==> config.mk <==
export PLATFORM = sky130hd
export DESIGN_NAME = bdr_decode
export DESIGN_NICKNAME = d
export VERILOG_FILES = /design/src/include/bdr_pkg.sv /design/src/design/bdr_decode.sv
export SDC_FILE = /design/constraint.sdc
export NUM_CORES = 1
export LEC_CHECK = 0
export BUFFER_PORTS_ARGS = -buffer_cell sky130_fd_sc_hd__buf_2
export CORE_MARGIN = 8
export CORE_UTILIZATION = 30
export CTS_BUF_LIST = sky130_fd_sc_hd__clkbuf_4 sky130_fd_sc_hd__clkbuf_8
export DETAILED_ROUTE_END_ITERATION = 12
export GPL_TIMING_DRIVEN = 0
export PLACE_DENSITY_LB_ADDON = 0.3
export SYNTH_ARGS = -nofsm -noshare
export SYNTH_HDL_FRONTEND = slang
export SYNTH_SLANG_ARGS = --single-unit
==> constraint.sdc <==
create_clock -name clk_sys -period 7.3 [get_ports clk_sys]
set_input_delay 1.095 -clock clk_sys [delete_from_list [all_inputs] [get_ports clk_sys]]
set_output_delay 1.095 -clock clk_sys [all_outputs]
set_load 0.05 [all_outputs]
==> src/include/bdr_pkg.sv <==
// Purpose: Shared constants and carriers for the board address decoder.
// Assumes: 16-bit memory addresses and 8-bit I/O addresses from one processor.
// Notes: I/O addresses are compared on the low address byte only.
package bdr_pkg;

   // ---------------------------------------------------------------
   // Memory windows
   // ---------------------------------------------------------------
   localparam logic [15:0] BDR_ROM_TOP_SMALL = 16'h0FFF;
   localparam logic [15:0] BDR_ROM_TOP_LARGE = 16'h1FFF;
   localparam int BDR_RAM_BYTES = 4096;
   localparam int BDR_RAM_ALIGN = 16384;
   localparam logic [1:0] BDR_RAM_BANK_RESET = 2'h3;

   // ---------------------------------------------------------------
   // I/O register addresses
   // ---------------------------------------------------------------
   localparam logic [7:0] BDR_IO_IC_A = 8'hDA;
   localparam logic [7:0] BDR_IO_IC_B = 8'hDB;
   localparam logic [7:0] BDR_IO_TMR0 = 8'hDC;
   localparam logic [7:0] BDR_IO_TMR1 = 8'hDD;
   localparam logic [7:0] BDR_IO_RATE = 8'hDE;
   localparam logic [7:0] BDR_IO_TCTL = 8'hDF;

   // ---------------------------------------------------------------
   // Interrupt controller control word bits
   // ---------------------------------------------------------------
   localparam int BDR_IC_INIT_BIT = 4;
   localparam int BDR_IC_OCW3_BIT = 3;
   localparam int BDR_IC_POLL_BIT = 2;
   localparam int BDR_IC_RR_BIT = 1;
   localparam int BDR_IC_RIS_BIT = 0;
   localparam logic [7:0] BDR_MASK_RESET = 8'hFF;

   // ---------------------------------------------------------------
   // Serial format codes
   // ---------------------------------------------------------------
   localparam int BDR_CHAR_MIN = 5;
   localparam logic [1:0] BDR_STOP_1 = 2'h1;
   localparam logic [1:0] BDR_STOP_1P5 = 2'h2;
   localparam logic [1:0] BDR_STOP_2 = 2'h3;

   typedef enum logic [3:0] {
      BDR_IC_NONE,
      BDR_IC_INIT,
      BDR_IC_CMD,
      BDR_IC_VECTOR,
      BDR_IC_MASK_WR,
      BDR_IC_RD_REQ,
      BDR_IC_RD_SVC,
      BDR_IC_RD_POLL,
      BDR_IC_RD_MASK
   } bdr_ic_target_t;

   typedef struct packed {
      logic [15:0] addr;
      logic mem_rd;
      logic mem_wr;
      logic io_rd;
      logic io_wr;
      logic [7:0] data;
   } bdr_cycle_t;

   typedef struct packed {
      logic rom;
      logic ram;
      logic ic;
      logic tmr0;
      logic tmr1;
      logic tctl;
      logic rate;
   } bdr_sel_t;

   typedef struct packed {
      logic sync_mode;
      logic [1:0] char_len;
      logic [1:0] stop_sel;
      logic brk;
      logic ext_sync;
   } bdr_ser_cfg_t;

endpackage

==> src/design/bdr_decode.sv <==
// Purpose: Board address decode, I/O register steering and serial framing helpers.
// Assumes: One processor cycle per strobe; inputs synchronous to clk_sys.
// Notes: Selects and strobes are registered, so they lag the cycle by one edge.
// Function
// - ROM decoded from zero, size by strap
// - 4K RAM window ends on 16K boundary
// - Serial rate register decoded at DE
// - Rate factor loaded low then high byte
// - Controller registers decoded at DA and DB
// - Shared addresses resolved by sequence and bit
// - Timer counts assembled from two writes
// - 5-8 bit chars, break, selectable stops
// - Reject start bits that do not persist
// - Sync mode inserts sync characters automatically unless ext_sync
`timescale 1ns/10ps
module bdr_decode
   import bdr_pkg::*;
#(
   parameter int FACTOR_W = 16
) (
   input wire logic clk_sys,
   input wire logic reset,
   input wire logic rom_large,
   input wire logic [1:0] ram_bank,
   input wire bdr_cycle_t cyc,
   input wire bdr_ser_cfg_t ser_cfg,
   input wire logic rx_line,
   input wire logic tx_empty,
   output bdr_sel_t sel_reg,
   output bdr_ic_target_t ic_target_reg,
   output logic [7:0] rd_data_reg,
   output logic rd_data_valid_reg,
   output logic [FACTOR_W-1:0] rate_factor_reg,
   output logic rate_valid_reg,
   output logic [15:0] tmr0_count_reg,
   output logic tmr0_valid_reg,
   output logic [15:0] tmr1_count_reg,
   output logic tmr1_valid_reg,
   output logic [7:0] tmr_ctl_reg,
   output logic [7:0] ic_mask_reg,
   output logic [7:0] ic_vector_reg,
   output logic ser_tick_reg,
   output logic start_ok_reg,
   output logic false_start_reg,
   output logic tx_line_reg,
   output logic sync_insert_reg,
   output logic [4:0] frame_halfbits_reg
);

   initial begin
      if (FACTOR_W != 16) begin
         $error("FACTOR_W must be 16: the factor is two bytes.");
      end
   end

   // ---------------------------------------------------------------
   // Decode helpers
   // ---------------------------------------------------------------
   // True for an I/O cycle aimed at one register address.
   function automatic logic io_hit(input bdr_cycle_t c, input logic [7:0] a);
      io_hit = (c.io_rd || c.io_wr) && (c.addr[7:0] == a);
   endfunction

   logic rom_large_reg;
   logic [1:0] ram_bank_reg;
   logic [15:0] ram_base;
   logic [15:0] rom_top;
   logic mem_cyc;
   bdr_sel_t sel_next;

   // Straps are caught after reset release so an async path never loads a pin.
   always_ff @(posedge clk_sys) begin
      if (reset) begin
         rom_large_reg <= 1'b0;
         ram_bank_reg <= BDR_RAM_BANK_RESET;
      end else begin
         rom_large_reg <= rom_large;
         ram_bank_reg <= ram_bank;
      end
   end

   // Window bounds follow the straps.
   always_comb begin
      rom_top = rom_large_reg ? BDR_ROM_TOP_LARGE : BDR_ROM_TOP_SMALL;
      ram_base = 16'((int'(ram_bank_reg) + 1) * BDR_RAM_ALIGN - BDR_RAM_BYTES);
      mem_cyc = cyc.mem_rd || cyc.mem_wr;
   end

   // Chip selects; anything not matched stays low for expansion boards.
   always_comb begin
      sel_next = '0;
      sel_next.rom = cyc.mem_rd && (cyc.addr <= rom_top);
      sel_next.ram = mem_cyc && (cyc.addr[15:12] == ram_base[15:12]);
      sel_next.ic = io_hit(cyc, BDR_IO_IC_A) || io_hit(cyc, BDR_IO_IC_B);
      sel_next.tmr0 = io_hit(cyc, BDR_IO_TMR0);
      sel_next.tmr1 = io_hit(cyc, BDR_IO_TMR1);
      sel_next.tctl = io_hit(cyc, BDR_IO_TCTL);
      sel_next.rate = io_hit(cyc, BDR_IO_RATE);
   end

   always_ff @(posedge clk_sys) begin
      if (reset) begin
         sel_reg <= '0;
      end else begin
         sel_reg <= sel_next;
      end
   end

   // ---------------------------------------------------------------
   // Two-write loaders
   // ---------------------------------------------------------------
   logic rate_hi_reg;
   logic [7:0] rate_lo_reg;
   logic wr_rate;

   assign wr_rate = cyc.io_wr && (cyc.addr[7:0] == BDR_IO_RATE);

   // Factor goes live only once the high byte lands after a low byte.
   always_ff @(posedge clk_sys) begin
      if (reset) begin
         rate_hi_reg <= 1'b0;
         rate_lo_reg <= 8'h00;
         rate_factor_reg <= '0;
         rate_valid_reg <= 1'b0;
      end else if (wr_rate) begin
         rate_hi_reg <= !rate_hi_reg;
         if (!rate_hi_reg) begin
            rate_lo_reg <= cyc.data;
         end else begin
            rate_factor_reg <= {cyc.data, rate_lo_reg};
            rate_valid_reg <= 1'b1;
         end
      end
   end

   logic wr_tctl;
   logic [1:0] tmr_hi_reg;
   logic [1:0][7:0] tmr_lo_reg;
   logic [1:0] wr_tmr;

   assign wr_tctl = cyc.io_wr && (cyc.addr[7:0] == BDR_IO_TCTL);
   assign wr_tmr[0] = cyc.io_wr && (cyc.addr[7:0] == BDR_IO_TMR0);
   assign wr_tmr[1] = cyc.io_wr && (cyc.addr[7:0] == BDR_IO_TMR1);

   // A control write restarts byte order so a half-loaded count cannot skew.
   always_ff @(posedge clk_sys) begin
      if (reset) begin
         tmr_ctl_reg <= 8'h00;
      end else if (wr_tctl) begin
         tmr_ctl_reg <= cyc.data;
      end
   end

   generate
      for (genvar t = 0; t < 2; t++) begin : g_tmr
         always_ff @(posedge clk_sys) begin
            if (reset || wr_tctl) begin
               tmr_hi_reg[t] <= 1'b0;
            end else if (wr_tmr[t]) begin
               tmr_hi_reg[t] <= !tmr_hi_reg[t];
            end
         end
         always_ff @(posedge clk_sys) begin
            if (reset) begin
               tmr_lo_reg[t] <= 8'h00;
            end else if (wr_tmr[t] && !tmr_hi_reg[t]) begin
               tmr_lo_reg[t] <= cyc.data;
            end
         end
      end
   endgenerate

   // Assembled counts.
   always_ff @(posedge clk_sys) begin
      if (reset) begin
         tmr0_count_reg <= 16'h0000;
         tmr0_valid_reg <= 1'b0;
         tmr1_count_reg <= 16'h0000;
         tmr1_valid_reg <= 1'b0;
      end else begin
         if (wr_tmr[0] && tmr_hi_reg[0]) begin
            tmr0_count_reg <= {cyc.data, tmr_lo_reg[0]};
            tmr0_valid_reg <= 1'b1;
         end
         if (wr_tmr[1] && tmr_hi_reg[1]) begin
            tmr1_count_reg <= {cyc.data, tmr_lo_reg[1]};
            tmr1_valid_reg <= 1'b1;
         end
      end
   end

   // ---------------------------------------------------------------
   // Interrupt controller register steering
   // ---------------------------------------------------------------
   logic expect_vec_reg;
   logic read_svc_reg;
   logic poll_armed_reg;
   bdr_ic_target_t ic_next;
   logic wr_a;
   logic wr_b;
   logic rd_a;
   logic rd_b;

   assign wr_a = cyc.io_wr && (cyc.addr[7:0] == BDR_IO_IC_A);
   assign wr_b = cyc.io_wr && (cyc.addr[7:0] == BDR_IO_IC_B);
   assign rd_a = cyc.io_rd && (cyc.addr[7:0] == BDR_IO_IC_A);
   assign rd_b = cyc.io_rd && (cyc.addr[7:0] == BDR_IO_IC_B);

   // Which register answers depends on earlier accesses and one data bit.
   always_comb begin
      ic_next = BDR_IC_NONE;
      if (wr_a) begin
         ic_next = cyc.data[BDR_IC_INIT_BIT] ? BDR_IC_INIT : BDR_IC_CMD;
      end else if (wr_b) begin
         ic_next = expect_vec_reg ? BDR_IC_VECTOR : BDR_IC_MASK_WR;
      end else if (rd_a) begin
         if (poll_armed_reg) begin
            ic_next = BDR_IC_RD_POLL;
         end else begin
            ic_next = read_svc_reg ? BDR_IC_RD_SVC : BDR_IC_RD_REQ;
         end
      end else if (rd_b) begin
         ic_next = BDR_IC_RD_MASK;
      end
   end

   // Sequence state: init arms the vector write, read commands pick a view.
   always_ff @(posedge clk_sys) begin
      if (reset) begin
         expect_vec_reg <= 1'b0;
         read_svc_reg <= 1'b0;
         poll_armed_reg <= 1'b0;
      end else begin
         if (wr_a && cyc.data[BDR_IC_INIT_BIT]) begin
            expect_vec_reg <= 1'b1;
         end else if (wr_b) begin
            expect_vec_reg <= 1'b0;
         end
         if (wr_a && !cyc.data[BDR_IC_INIT_BIT] && cyc.data[BDR_IC_OCW3_BIT]) begin
            if (cyc.data[BDR_IC_RR_BIT]) begin
               read_svc_reg <= cyc.data[BDR_IC_RIS_BIT];
            end
            poll_armed_reg <= cyc.data[BDR_IC_POLL_BIT];
         end else if (rd_a) begin
            poll_armed_reg <= 1'b0; // A poll read is one-shot.
         end
      end
   end

   // Mask and vector copies; the mask is readable back at the second address.
   always_ff @(posedge clk_sys) begin
      if (reset) begin
         ic_target_reg <= BDR_IC_NONE;
         ic_mask_reg <= BDR_MASK_RESET;
         ic_vector_reg <= 8'h00;
         rd_data_reg <= 8'h00;
         rd_data_valid_reg <= 1'b0;
      end else begin
         ic_target_reg <= ic_next;
         rd_data_valid_reg <= rd_b;
         rd_data_reg <= rd_b ? ic_mask_reg : 8'h00;
         if (ic_next == BDR_IC_MASK_WR) begin
            ic_mask_reg <= cyc.data;
         end
         if (ic_next == BDR_IC_VECTOR) begin
            ic_vector_reg <= cyc.data;
         end
      end
   end

   // ---------------------------------------------------------------
   // Serial bit clock and framing
   // ---------------------------------------------------------------
   logic [FACTOR_W-1:0] div_cnt_reg;
   logic [FACTOR_W-1:0] half_cnt_reg;
   logic rx_prev_reg;
   logic hunt_reg;

   // Bit clock divides clk_sys by the loaded factor; idle until loaded.
   always_ff @(posedge clk_sys) begin
      if (reset || !rate_valid_reg || (wr_rate && rate_hi_reg)) begin
         div_cnt_reg <= '0;
         ser_tick_reg <= 1'b0;
      end else if (div_cnt_reg == '0) begin
         div_cnt_reg <= rate_factor_reg - FACTOR_W'(1);
         ser_tick_reg <= 1'b1;
      end else begin
         div_cnt_reg <= div_cnt_reg - FACTOR_W'(1);
         ser_tick_reg <= 1'b0;
      end
   end

   // A falling edge is rechecked half a bit later; a glitch is only noise.
   always_ff @(posedge clk_sys) begin
      if (reset) begin
         rx_prev_reg <= 1'b1;
         hunt_reg <= 1'b0;
         half_cnt_reg <= '0;
         start_ok_reg <= 1'b0;
         false_start_reg <= 1'b0;
      end else begin
         rx_prev_reg <= rx_line;
         start_ok_reg <= 1'b0;
         false_start_reg <= 1'b0;
         if (!hunt_reg) begin
            if (rx_prev_reg && !rx_line && !ser_cfg.sync_mode && rate_valid_reg) begin
               hunt_reg <= 1'b1;
               half_cnt_reg <= rate_factor_reg >> 1;
            end
         end else if (rx_line) begin
            hunt_reg <= 1'b0;
            false_start_reg <= 1'b1;
         end else if (half_cnt_reg <= FACTOR_W'(1)) begin
            hunt_reg <= 1'b0;
            start_ok_reg <= 1'b1;
         end else begin
            half_cnt_reg <= half_cnt_reg - FACTOR_W'(1);
         end
      end
   end

   // Frame length in half bits; break holds the line low in async mode.
   always_ff @(posedge clk_sys) begin
      if (reset) begin
         tx_line_reg <= 1'b1;
         frame_halfbits_reg <= 5'h00;
      end else begin
         tx_line_reg <= !(ser_cfg.brk && !ser_cfg.sync_mode);
         if (ser_cfg.sync_mode) begin
            frame_halfbits_reg <= 5'((BDR_CHAR_MIN + int'(ser_cfg.char_len)) * 2);
         end else begin
            unique case (ser_cfg.stop_sel)
               BDR_STOP_1P5: frame_halfbits_reg <=
                  5'((1 + BDR_CHAR_MIN + int'(ser_cfg.char_len)) * 2 + 3);
               BDR_STOP_2: frame_halfbits_reg <=
                  5'((1 + BDR_CHAR_MIN + int'(ser_cfg.char_len)) * 2 + 4);
               default: frame_halfbits_reg <=
                  5'((1 + BDR_CHAR_MIN + int'(ser_cfg.char_len)) * 2 + 2);
            endcase
         end
      end
   end

   // With nothing to send in sync mode, and ext_sync low, the line is filled with sync characters.
   always_ff @(posedge clk_sys) begin
      if (reset) begin
         sync_insert_reg <= 1'b0;
      end else begin
         sync_insert_reg <= ser_cfg.sync_mode && !ser_cfg.ext_sync && tx_empty
            && ser_tick_reg;
      end
   end

endmodule

# Yosys cells after proc, flatten, opt, wreduce, memory -nomap -nowiden
# Index checks and enable logic that the tools add are counted.
# op_classes
bitwise_logic,3
n_reduce_logical,58
eq_ne,13
order_cmp,2
muxes,27
add_sub_neg,10
# op_table
op,count
$mux W16,5
$eq A8 B8 Y1 const B,6
$sub A16 B1 Y16 const B,3
$logic_and A1 B1 Y1,31
$le A16 B1 Y1 const B,1
$le A16 B13 Y1,1
$logic_not A16 Y1,1
$mux W4,4
$sub A16 B13 Y16 const B,1
$mux W13,1
$mux W1,11
$pmux W5 S2,1
$logic_not A1 Y1,9
$add A3 B2 Y4 const A,2
$logic_or A1 B1 Y1,6
$mux W2,3
$reduce_and A2 Y1,3
$reduce_bool A2 Y1,3
$reduce_or A2 Y1,3
$add A5 B2 Y5 const B,1
$add A5 B3 Y5 const B,1
$add A5 B4 Y5 const B,1
$mux W5,1
$eq A2 B2 Y1 const B,2
9 further kinds,12
# totals
ff_bits,172
word_cells,154

# Depth between registers and ports, before layout
# Gate-level depths: netlist of run 1.
# depth
depth_word,7
mapped_depth,12
mapped_depth_nobuf,10

# Least setup slack after synthesis of run 1
# Ideal clock, no wire load.
# synth_timing
path_type,input-to-reg
from,in cyc[18] in the netlist's numbering
to,reg tmr1_count_reg[10]
t_required_ps,7172
path_slack_ps,4259
cell_stages,8
path_buffers,3
arrival_time_ps,2913
setup_time_ps,128
path_cell_list,and4_1 -> nand4b_1 -> clkbuf_1 -> or4_1 -> clkbuf_1 -> clkbuf_1 -> mux2i_1 -> nor2_1
# synth_via
elab_chain_len,3
# synth_rtl
item,line,rtl
start: declaration,bdr_decode.sv:25,"input wire bdr_cycle_t cyc,"
$eq A8 B8 Y1,bdr_decode.sv:143,assign wr_tmr[1] = cyc.io_wr && (cyc.addr[7:0] == BDR_IO_TMR1);
$logic_and A1 B1 Y1,bdr_decode.sv:143,
$logic_and A1 B1 Y1,bdr_decode.sv:185,if (wr_tmr[1] && tmr_hi_reg[1]) begin
end signal: assignment,bdr_decode.sv:186,"tmr1_count_reg <= {cyc.data, tmr_lo_reg[1]};"
end: declaration,bdr_decode.sv:37,"output logic [15:0] tmr1_count_reg,"
# Every way passes these cells.
# A chain may end at the register's enable or synchronous reset.

# Worst setup path after layout of run 1
# layout_timing
from,reg div_cnt_reg[2]
to,reg div_cnt_reg[12]
# layout_via
elab_chain_len,2
word_cells_on_any_way,3
cone_classes,1 x add/sub; 1 x mux; 1 x reduce/logical
# layout_rtl
item,line,rtl
start: declaration,bdr_decode.sv:274,logic [FACTOR_W-1:0] div_cnt_reg;
start signal: assignment,bdr_decode.sv:285,div_cnt_reg <= rate_factor_reg - FACTOR_W'(1);
start signal: assignment,bdr_decode.sv:288,div_cnt_reg <= div_cnt_reg - FACTOR_W'(1);
$sub A16 B1 Y16 / $logic_not A16 Y1 (equally long branches),"bdr_decode.sv:288, bdr_decode.sv:284",
$mux W16 *,bdr_decode.sv:284,end else if (div_cnt_reg == '0) begin
# Mark *: on every way between the ends. The rest lies on a longest branch, timed or not.

==> results.toml, run 1 <==
[critical_path]
critPathKind = "flop to flop"
cp_data_arrival_time_ns = 3.74
cp-end-kind = "flop"
cpMaxStageDelayCell = "nor4_1"
cpPeakStageDelay_ns = 0.55
crit_chain = "or4_1 -> clkbuf_2 -> nor4_1 -> buf_2 -> and2_1 -> a21oi_1 -> ha_1 -> nor4b_1 -> nand2_1 -> a21oi_1 -> a211o_1 -> nand2_1"
worstPathRequired_ns = 7.70
cp_max_fo = 10
startpoint_type = "flop"

[die]
coreArea_um2 = 23400
fp-row-count = 56
start_util = 0.3050
die-area_um2 = 28980
ios = 147
die_width_um = 170.2
die-height_um = 170.2

[synth]
syn-num-nets = 876
yosys_warnings = 0
synthTopCellsByCount = "dfxtp_1, nand2_1, nor2_1"
synth_area_per_cell_um2 = 8.630
ys_ff_latch = 172
synthFlopType = "dfxtp_1"
synth_top_cell_by_area = "dfxtp_1"
synth_most_common_cell = "dfxtp_1"
synthTopCellsByArea = "dfxtp_1, mux2i_1, nand2_1"
synthArstFlopShare = 0
synth.top_cell.area_share = 0.4825
synthDistinctLibCells = 58
synth_edf_count = 0
yosysSeqAreaShare = 0.4825
synthCells = 827
synth.cell_area_um2 = 7137

[final_layout]
drive_gt1_frac = 0.1884
fill_cells = 2497
nets = 1034
antenna_cells = 0
area_delta_synth_final_pct = 20.70

[clock_tree]
cts_root_buf = "clkbuf_8"
clock-sinks = 172
clk_pin_slew_ns = 0.10
cts_tree = "yes"
hold_buffers = 0
cts_resized = 0
clock_path_buffers = 2
post_cts_buffers = 0
htreeDepth = 4
clk_latency_ns = 0.46
cts_made_buffers = 17

[power]
clkPwrFrac = 0.391
p_sw_frac = 0.2676
p_comb_frac = 0.045
p_leak_nw = 3.613
ir_worst_vdd_uv = 89.81
internal_power_mw = 1.225
p_sw_mw = 0.4477
p_seq_frac = 0.563
power_density_nw_per_um2 = 194.2

[grt]
overflow = 0
grt_max_degree = 18
grt_antenna_before_repair = 2
grt_pass1_wl_um = 35380
track_usage = 0.1557
grt_pass1_vias = 6269

[run]
cap_violations = 0

[sta]
relSlewSlack = 0.1796
finalCritPeriodShare = 0.4579
fin_setup_tns_ns = 0
finalWorstSetupSlack_ns = 3.957
clock-skew-final_ns = 0.01681
finalHoldViolCount = 0
fin_crit_ns = 3.343
drv_slew = 0
tightest_slew_ns = 1.231
fmax_mhz = 299.1
setup_violations = 0
rsz0062_at_grt = "no"

[placement]
pre_cts_slack_ns = 3.458
portBuffers = 138
dp.final_hpwl_um = 16440
gp_congestion = 0.8619

[worst_hold_path]
hold_path.class = "flop to flop"

[drt]
drt_iter0_markers = 448
drc_errors = 0
detail-route-antenna-nets = 0
wl_per_cell_um = 17.30
wl_um = 22780
num_vias = 6564
vias_per_cell = 4.984
drtPass1Iterations = 4

[status]
status = "finished clean"
[power by group through the flow]
stage	clock network (mW)	registers [mW]	logic, mW
floorplan	0	0.973	0.0320
global placement	0	0.964	0.0761
detailed placement	0	0.964	0.0767
CTS	0.676	0.943	0.0770
global route	0.713	0.943	0.0825
finish	0.655	0.942	0.0759
[metrics by stage]
step                cell area [um^2]  cells    util  total power [mW]  hold slack [ns]
floorplan                       7137    827       -             1.005           0.4312
global placement                8227   1284  0.3515             1.040           0.4400
detailed placement              8232   1285  0.3517             1.041           0.4438
CTS                             8608   1317  0.3678             1.696           0.4574
global route                    8615   1317  0.3681             1.739           0.4757
finish                          8615   1317  0.3681             1.673           0.4567
[final timing paths]
path / start / endpoint / slack [ns] / cells after the start
setup / recovery: div_cnt_reg[2] / div_cnt_reg[12] / 3.96 / 12
hold reg to reg: rate_lo_reg[3] / rate_factor_reg[3] / 0.46 / 2
hold / removal: rate_lo_reg[3] / rate_factor_reg[3] / 0.46 / 2
setup reg to reg: div_cnt_reg[2] / div_cnt_reg[12] / 3.96 / 12
[placed cells by master, fill, tap and decap left out, types with 6 or more instances in the layout]
| cell | count |
|---|---|
| nor3_1 | 22 |
| nor2_1 | 92 |
| nor4_1 | 15 |
| nand3_1 | 10 |
| nand2_1 | 118 |
| buf_2 | 142 |
| a211oi_1 | 9 |
| nand4_1 | 8 |
| a31oi_1 | 17 |
| inv_1 | 17 |
| xor2_1 | 6 |
| or2_2 | 6 |
| dfxtp_1 | 172 |
| o21ai_0 | 21 |
| ha_1 | 7 |
| and3_1 | 6 |
| clkbuf_1 | 47 |
| o31ai_1 | 7 |
| nor2b_1 | 6 |
| and2_1 | 13 |
| mux2i_1 | 57 |
| clkbuf_8 | 18 |
| a21oi_1 | 75 |
| or4_1 | 14 |
[metal layers]
layer / up-vias / share of wire / track usage
li1: 3238 / - / -
met1: 3075 / 0.46 / 0.2041
met2: 215 / 0.45 / 0.2396
met3: 34 / 0.072 / 0.04217
met4: 2 / 0.021 / 0.06064
met5: - / 0.00040 / 0
[critical path, delay by kind of cell (launching register included)]
| kind | cells | cell delay, ns |
|---|---|---|
| compound gates | 3 | 0.54 |
| fa+ha+maj | 1 | 0.26 |
| buf+inv | 2 | 0.51 |
| flops | 1 | 0.37 |
| simple gates | 6 | 1.60 |
[final cells by class]
cell class | instances | area [um^2] | share of cell area
flip-flops and latches | 172 | 3443 | 0.3997
multi-input cells | 583 | 3425 | 0.3975
repair buffers | 139 | 695.7 | 0.08076
well taps | 319 | 399.1 | 0.04633
clock buffers | 19 | 255.2 | 0.02963
plain buffers | 54 | 207.7 | 0.02411
clock inverters | 13 | 121.4 | 0.01409
inverters | 18 | 67.56 | 0.007843
[logic make-up after synthesis]
| kind of cell | Yosys count | share of synthesized area |
|---|---|---|
| xor+xnor | 9 | 0.01105 |
| buf+inv | 72 | 0.03857 |
| flops | 172 | 0.4825 |
| mux | 58 | 0.08152 |
| fa+ha+maj | 7 | 0.01227 |
| compound gates | 170 | 0.1466 |
| simple gates | 339 | 0.2276 |
Power figures use the tool's default switching activity.
==> run 2, diff against run 1 <==
==> constraint.sdc (replaced) <==
create_clock -name clk_sys -period 3.3 [get_ports clk_sys]
set_input_delay 0.495 -clock clk_sys [delete_from_list [all_inputs] [get_ports clk_sys]]
set_output_delay 0.495 -clock clk_sys [all_outputs]
set_load 0.05 [all_outputs]
==> results.toml, run 2 (synthesized netlist as in run 1, its figures left out) <==
[drt]
vias_per_cell = 4.984
wl_um = 22950
detail-route-antenna-nets = 0
drt_iter0_markers = 416
wl_per_cell_um = 17.42
num_vias = 6564
drc_errors = 0
drtPass1Iterations = 5

[final_layout]
layout_commonest_cell = "dfxtp_1"
multiInputGateArea_um2 = 3450
antenna_cells = 0
finalInstanceArea_um2 = 8640
fill_cells = 2498
drive_gt1_frac = 0.1914
regArea_um2 = 3443
layout_common_cells = "dfxtp_1, buf_2, nand2_1"
nets = 1034
area_delta_synth_final_pct = 21.06

[die]
coreArea_um2 = 23400
ios = 147
die_width_um = 170.2
die-height_um = 170.2
fp-row-count = 56
start_util = 0.3050
die-area_um2 = 28980

[grt]
grt_antenna_before_repair = 2
grt_pass1_wl_um = 35380
overflow = 0
grt_pass1_vias = 6269
track_usage = 0.1557
grt_max_degree = 18

[run]
cap_violations = 0

[sta]
fmax_mhz = 326.5
tightest_slew_ns = 1.217
clock-skew-final_ns = 0.01666
fin_setup_tns_ns = 0
finalCritPeriodShare = 0.9282
drv_slew = 0
rsz0062_at_grt = "no"
setup_violations = 0
finalHoldViolCount = 0
relSlewSlack = 0.1888
fin_crit_ns = 3.063

[critical_path]
crit_start = "div_cnt_reg[2]"
reg2reg_depth = 12
ff2ff_setup_slack_ns = 0.24
timing.rr.end = "div_cnt_reg[12]"
cp_data_arrival_time_ns = 3.46
crit-reg2reg-launch = "div_cnt_reg[2]"
cp_max_fo = 10
critPathKind = "flop to flop"
cp-end-kind = "flop"
worstPathRequired_ns = 3.70
startpoint_type = "flop"

[clock_tree]
clk_latency_ns = 0.46
cts_root_buf = "clkbuf_8"
clock_path_buffers = 2
clock-sinks = 172
cts_made_buffers = 17
clk_pin_slew_ns = 0.11
htreeDepth = 4
post_cts_buffers = 0
cts_tree = "yes"

[power]
finalPower_mw = 3.703
p_sw_mw = 0.9924
p_seq_frac = 0.563
internal_power_mw = 2.710
p_leak_nw = 3.625
p_sw_frac = 0.2680
clkPwrFrac = 0.392
p_comb_frac = 0.045
ir_worst_vdd_uv = 197.2
power_density_nw_per_um2 = 428.6

[placement]
dp.final_hpwl_um = 16440
portBuffers = 138
place_area_um2 = 8232
gp_congestion = 0.8619

[status]
status = "finished clean"

[worst_hold_path]
min_path_cells = 2
hold_path.class = "primary input to flop"
hold_end = "tx_line_reg"
min_from = "ser_cfg[1]"
## run 2: what timing repair did
item / in CTS / in global routing
resized for setup: 0 / 4
hold buffers: 0 / 0
endpoints found under the setup margin: 0 / 5
## run 2: final cells by class
| type | count | share of cell area |
|---|---|---|
| Multi-Input combinational cell | 583 | 0.3993 |
| Sequential cell | 172 | 0.3986 |
| Timing Repair Buffer | 139 | 0.08052 |
| Tap cell | 319 | 0.04620 |
| Clock buffer | 19 | 0.02954 |
| Buffer | 54 | 0.02404 |
| Clock inverter | 13 | 0.01405 |
| Inverter | 18 | 0.007820 |
## run 2: worst max path at each step
stage                            to  slack, ns  cells past startpoint
finish              div_cnt_reg[12]       0.24                     12
global route        div_cnt_reg[10]       0.02                     12
CTS                 div_cnt_reg[12]      0.008                     12
detailed placement  div_cnt_reg[10]       0.04                     12
global placement    div_cnt_reg[12]       0.05                     12
floorplan           div_cnt_reg[12]       0.41                     12
## run 2: metal layers
layer  GRT usage  vias up  share of wire
li1            -     3233              -
met1      0.2041     3082           0.46
met2      0.2396      212           0.45
met3     0.04217       35          0.072
met4     0.06064        2          0.022
met5           0        -        0.00039
## run 2: through the flow
step	cells	util	hold WS, ns	setup WS, ns
2_1_floorplan	827	-	0.4312	0.4145
3_3_place_gp	1284	0.3515	0.4400	0.04520
3_5_place_dp	1285	0.3517	0.4438	0.03946
4_1_cts	1317	0.3678	0.1364	0.007994
5_1_grt	1317	0.3692	0.1359	0.02448
6_report	1317	0.3692	0.1707	0.2369
## run 2: power by group through the flow
stage	Clock, mW	Combinational (mW)	Sequential (mW)
finish	1.45	0.168	2.08
floorplan	0	0.0708	2.15
global route	1.58	0.183	2.09
detailed placement	0	0.170	2.13
global placement	0	0.168	2.13
CTS	1.50	0.170	2.09
## run 2: worst max-delay path, stage by stage (launching register included)
cell and delay, ns:
dfxtp_1 0.38, or4_1 0.53, clkbuf_2 0.19, nor4_4 0.34, buf_2 0.29, and2_1 0.18
a21oi_1 0.08, ha_1 0.27, nor4b_2 0.20, nand2_1 0.13, a21oi_2 0.09, a211o_1 0.29
nand2_1 0.05
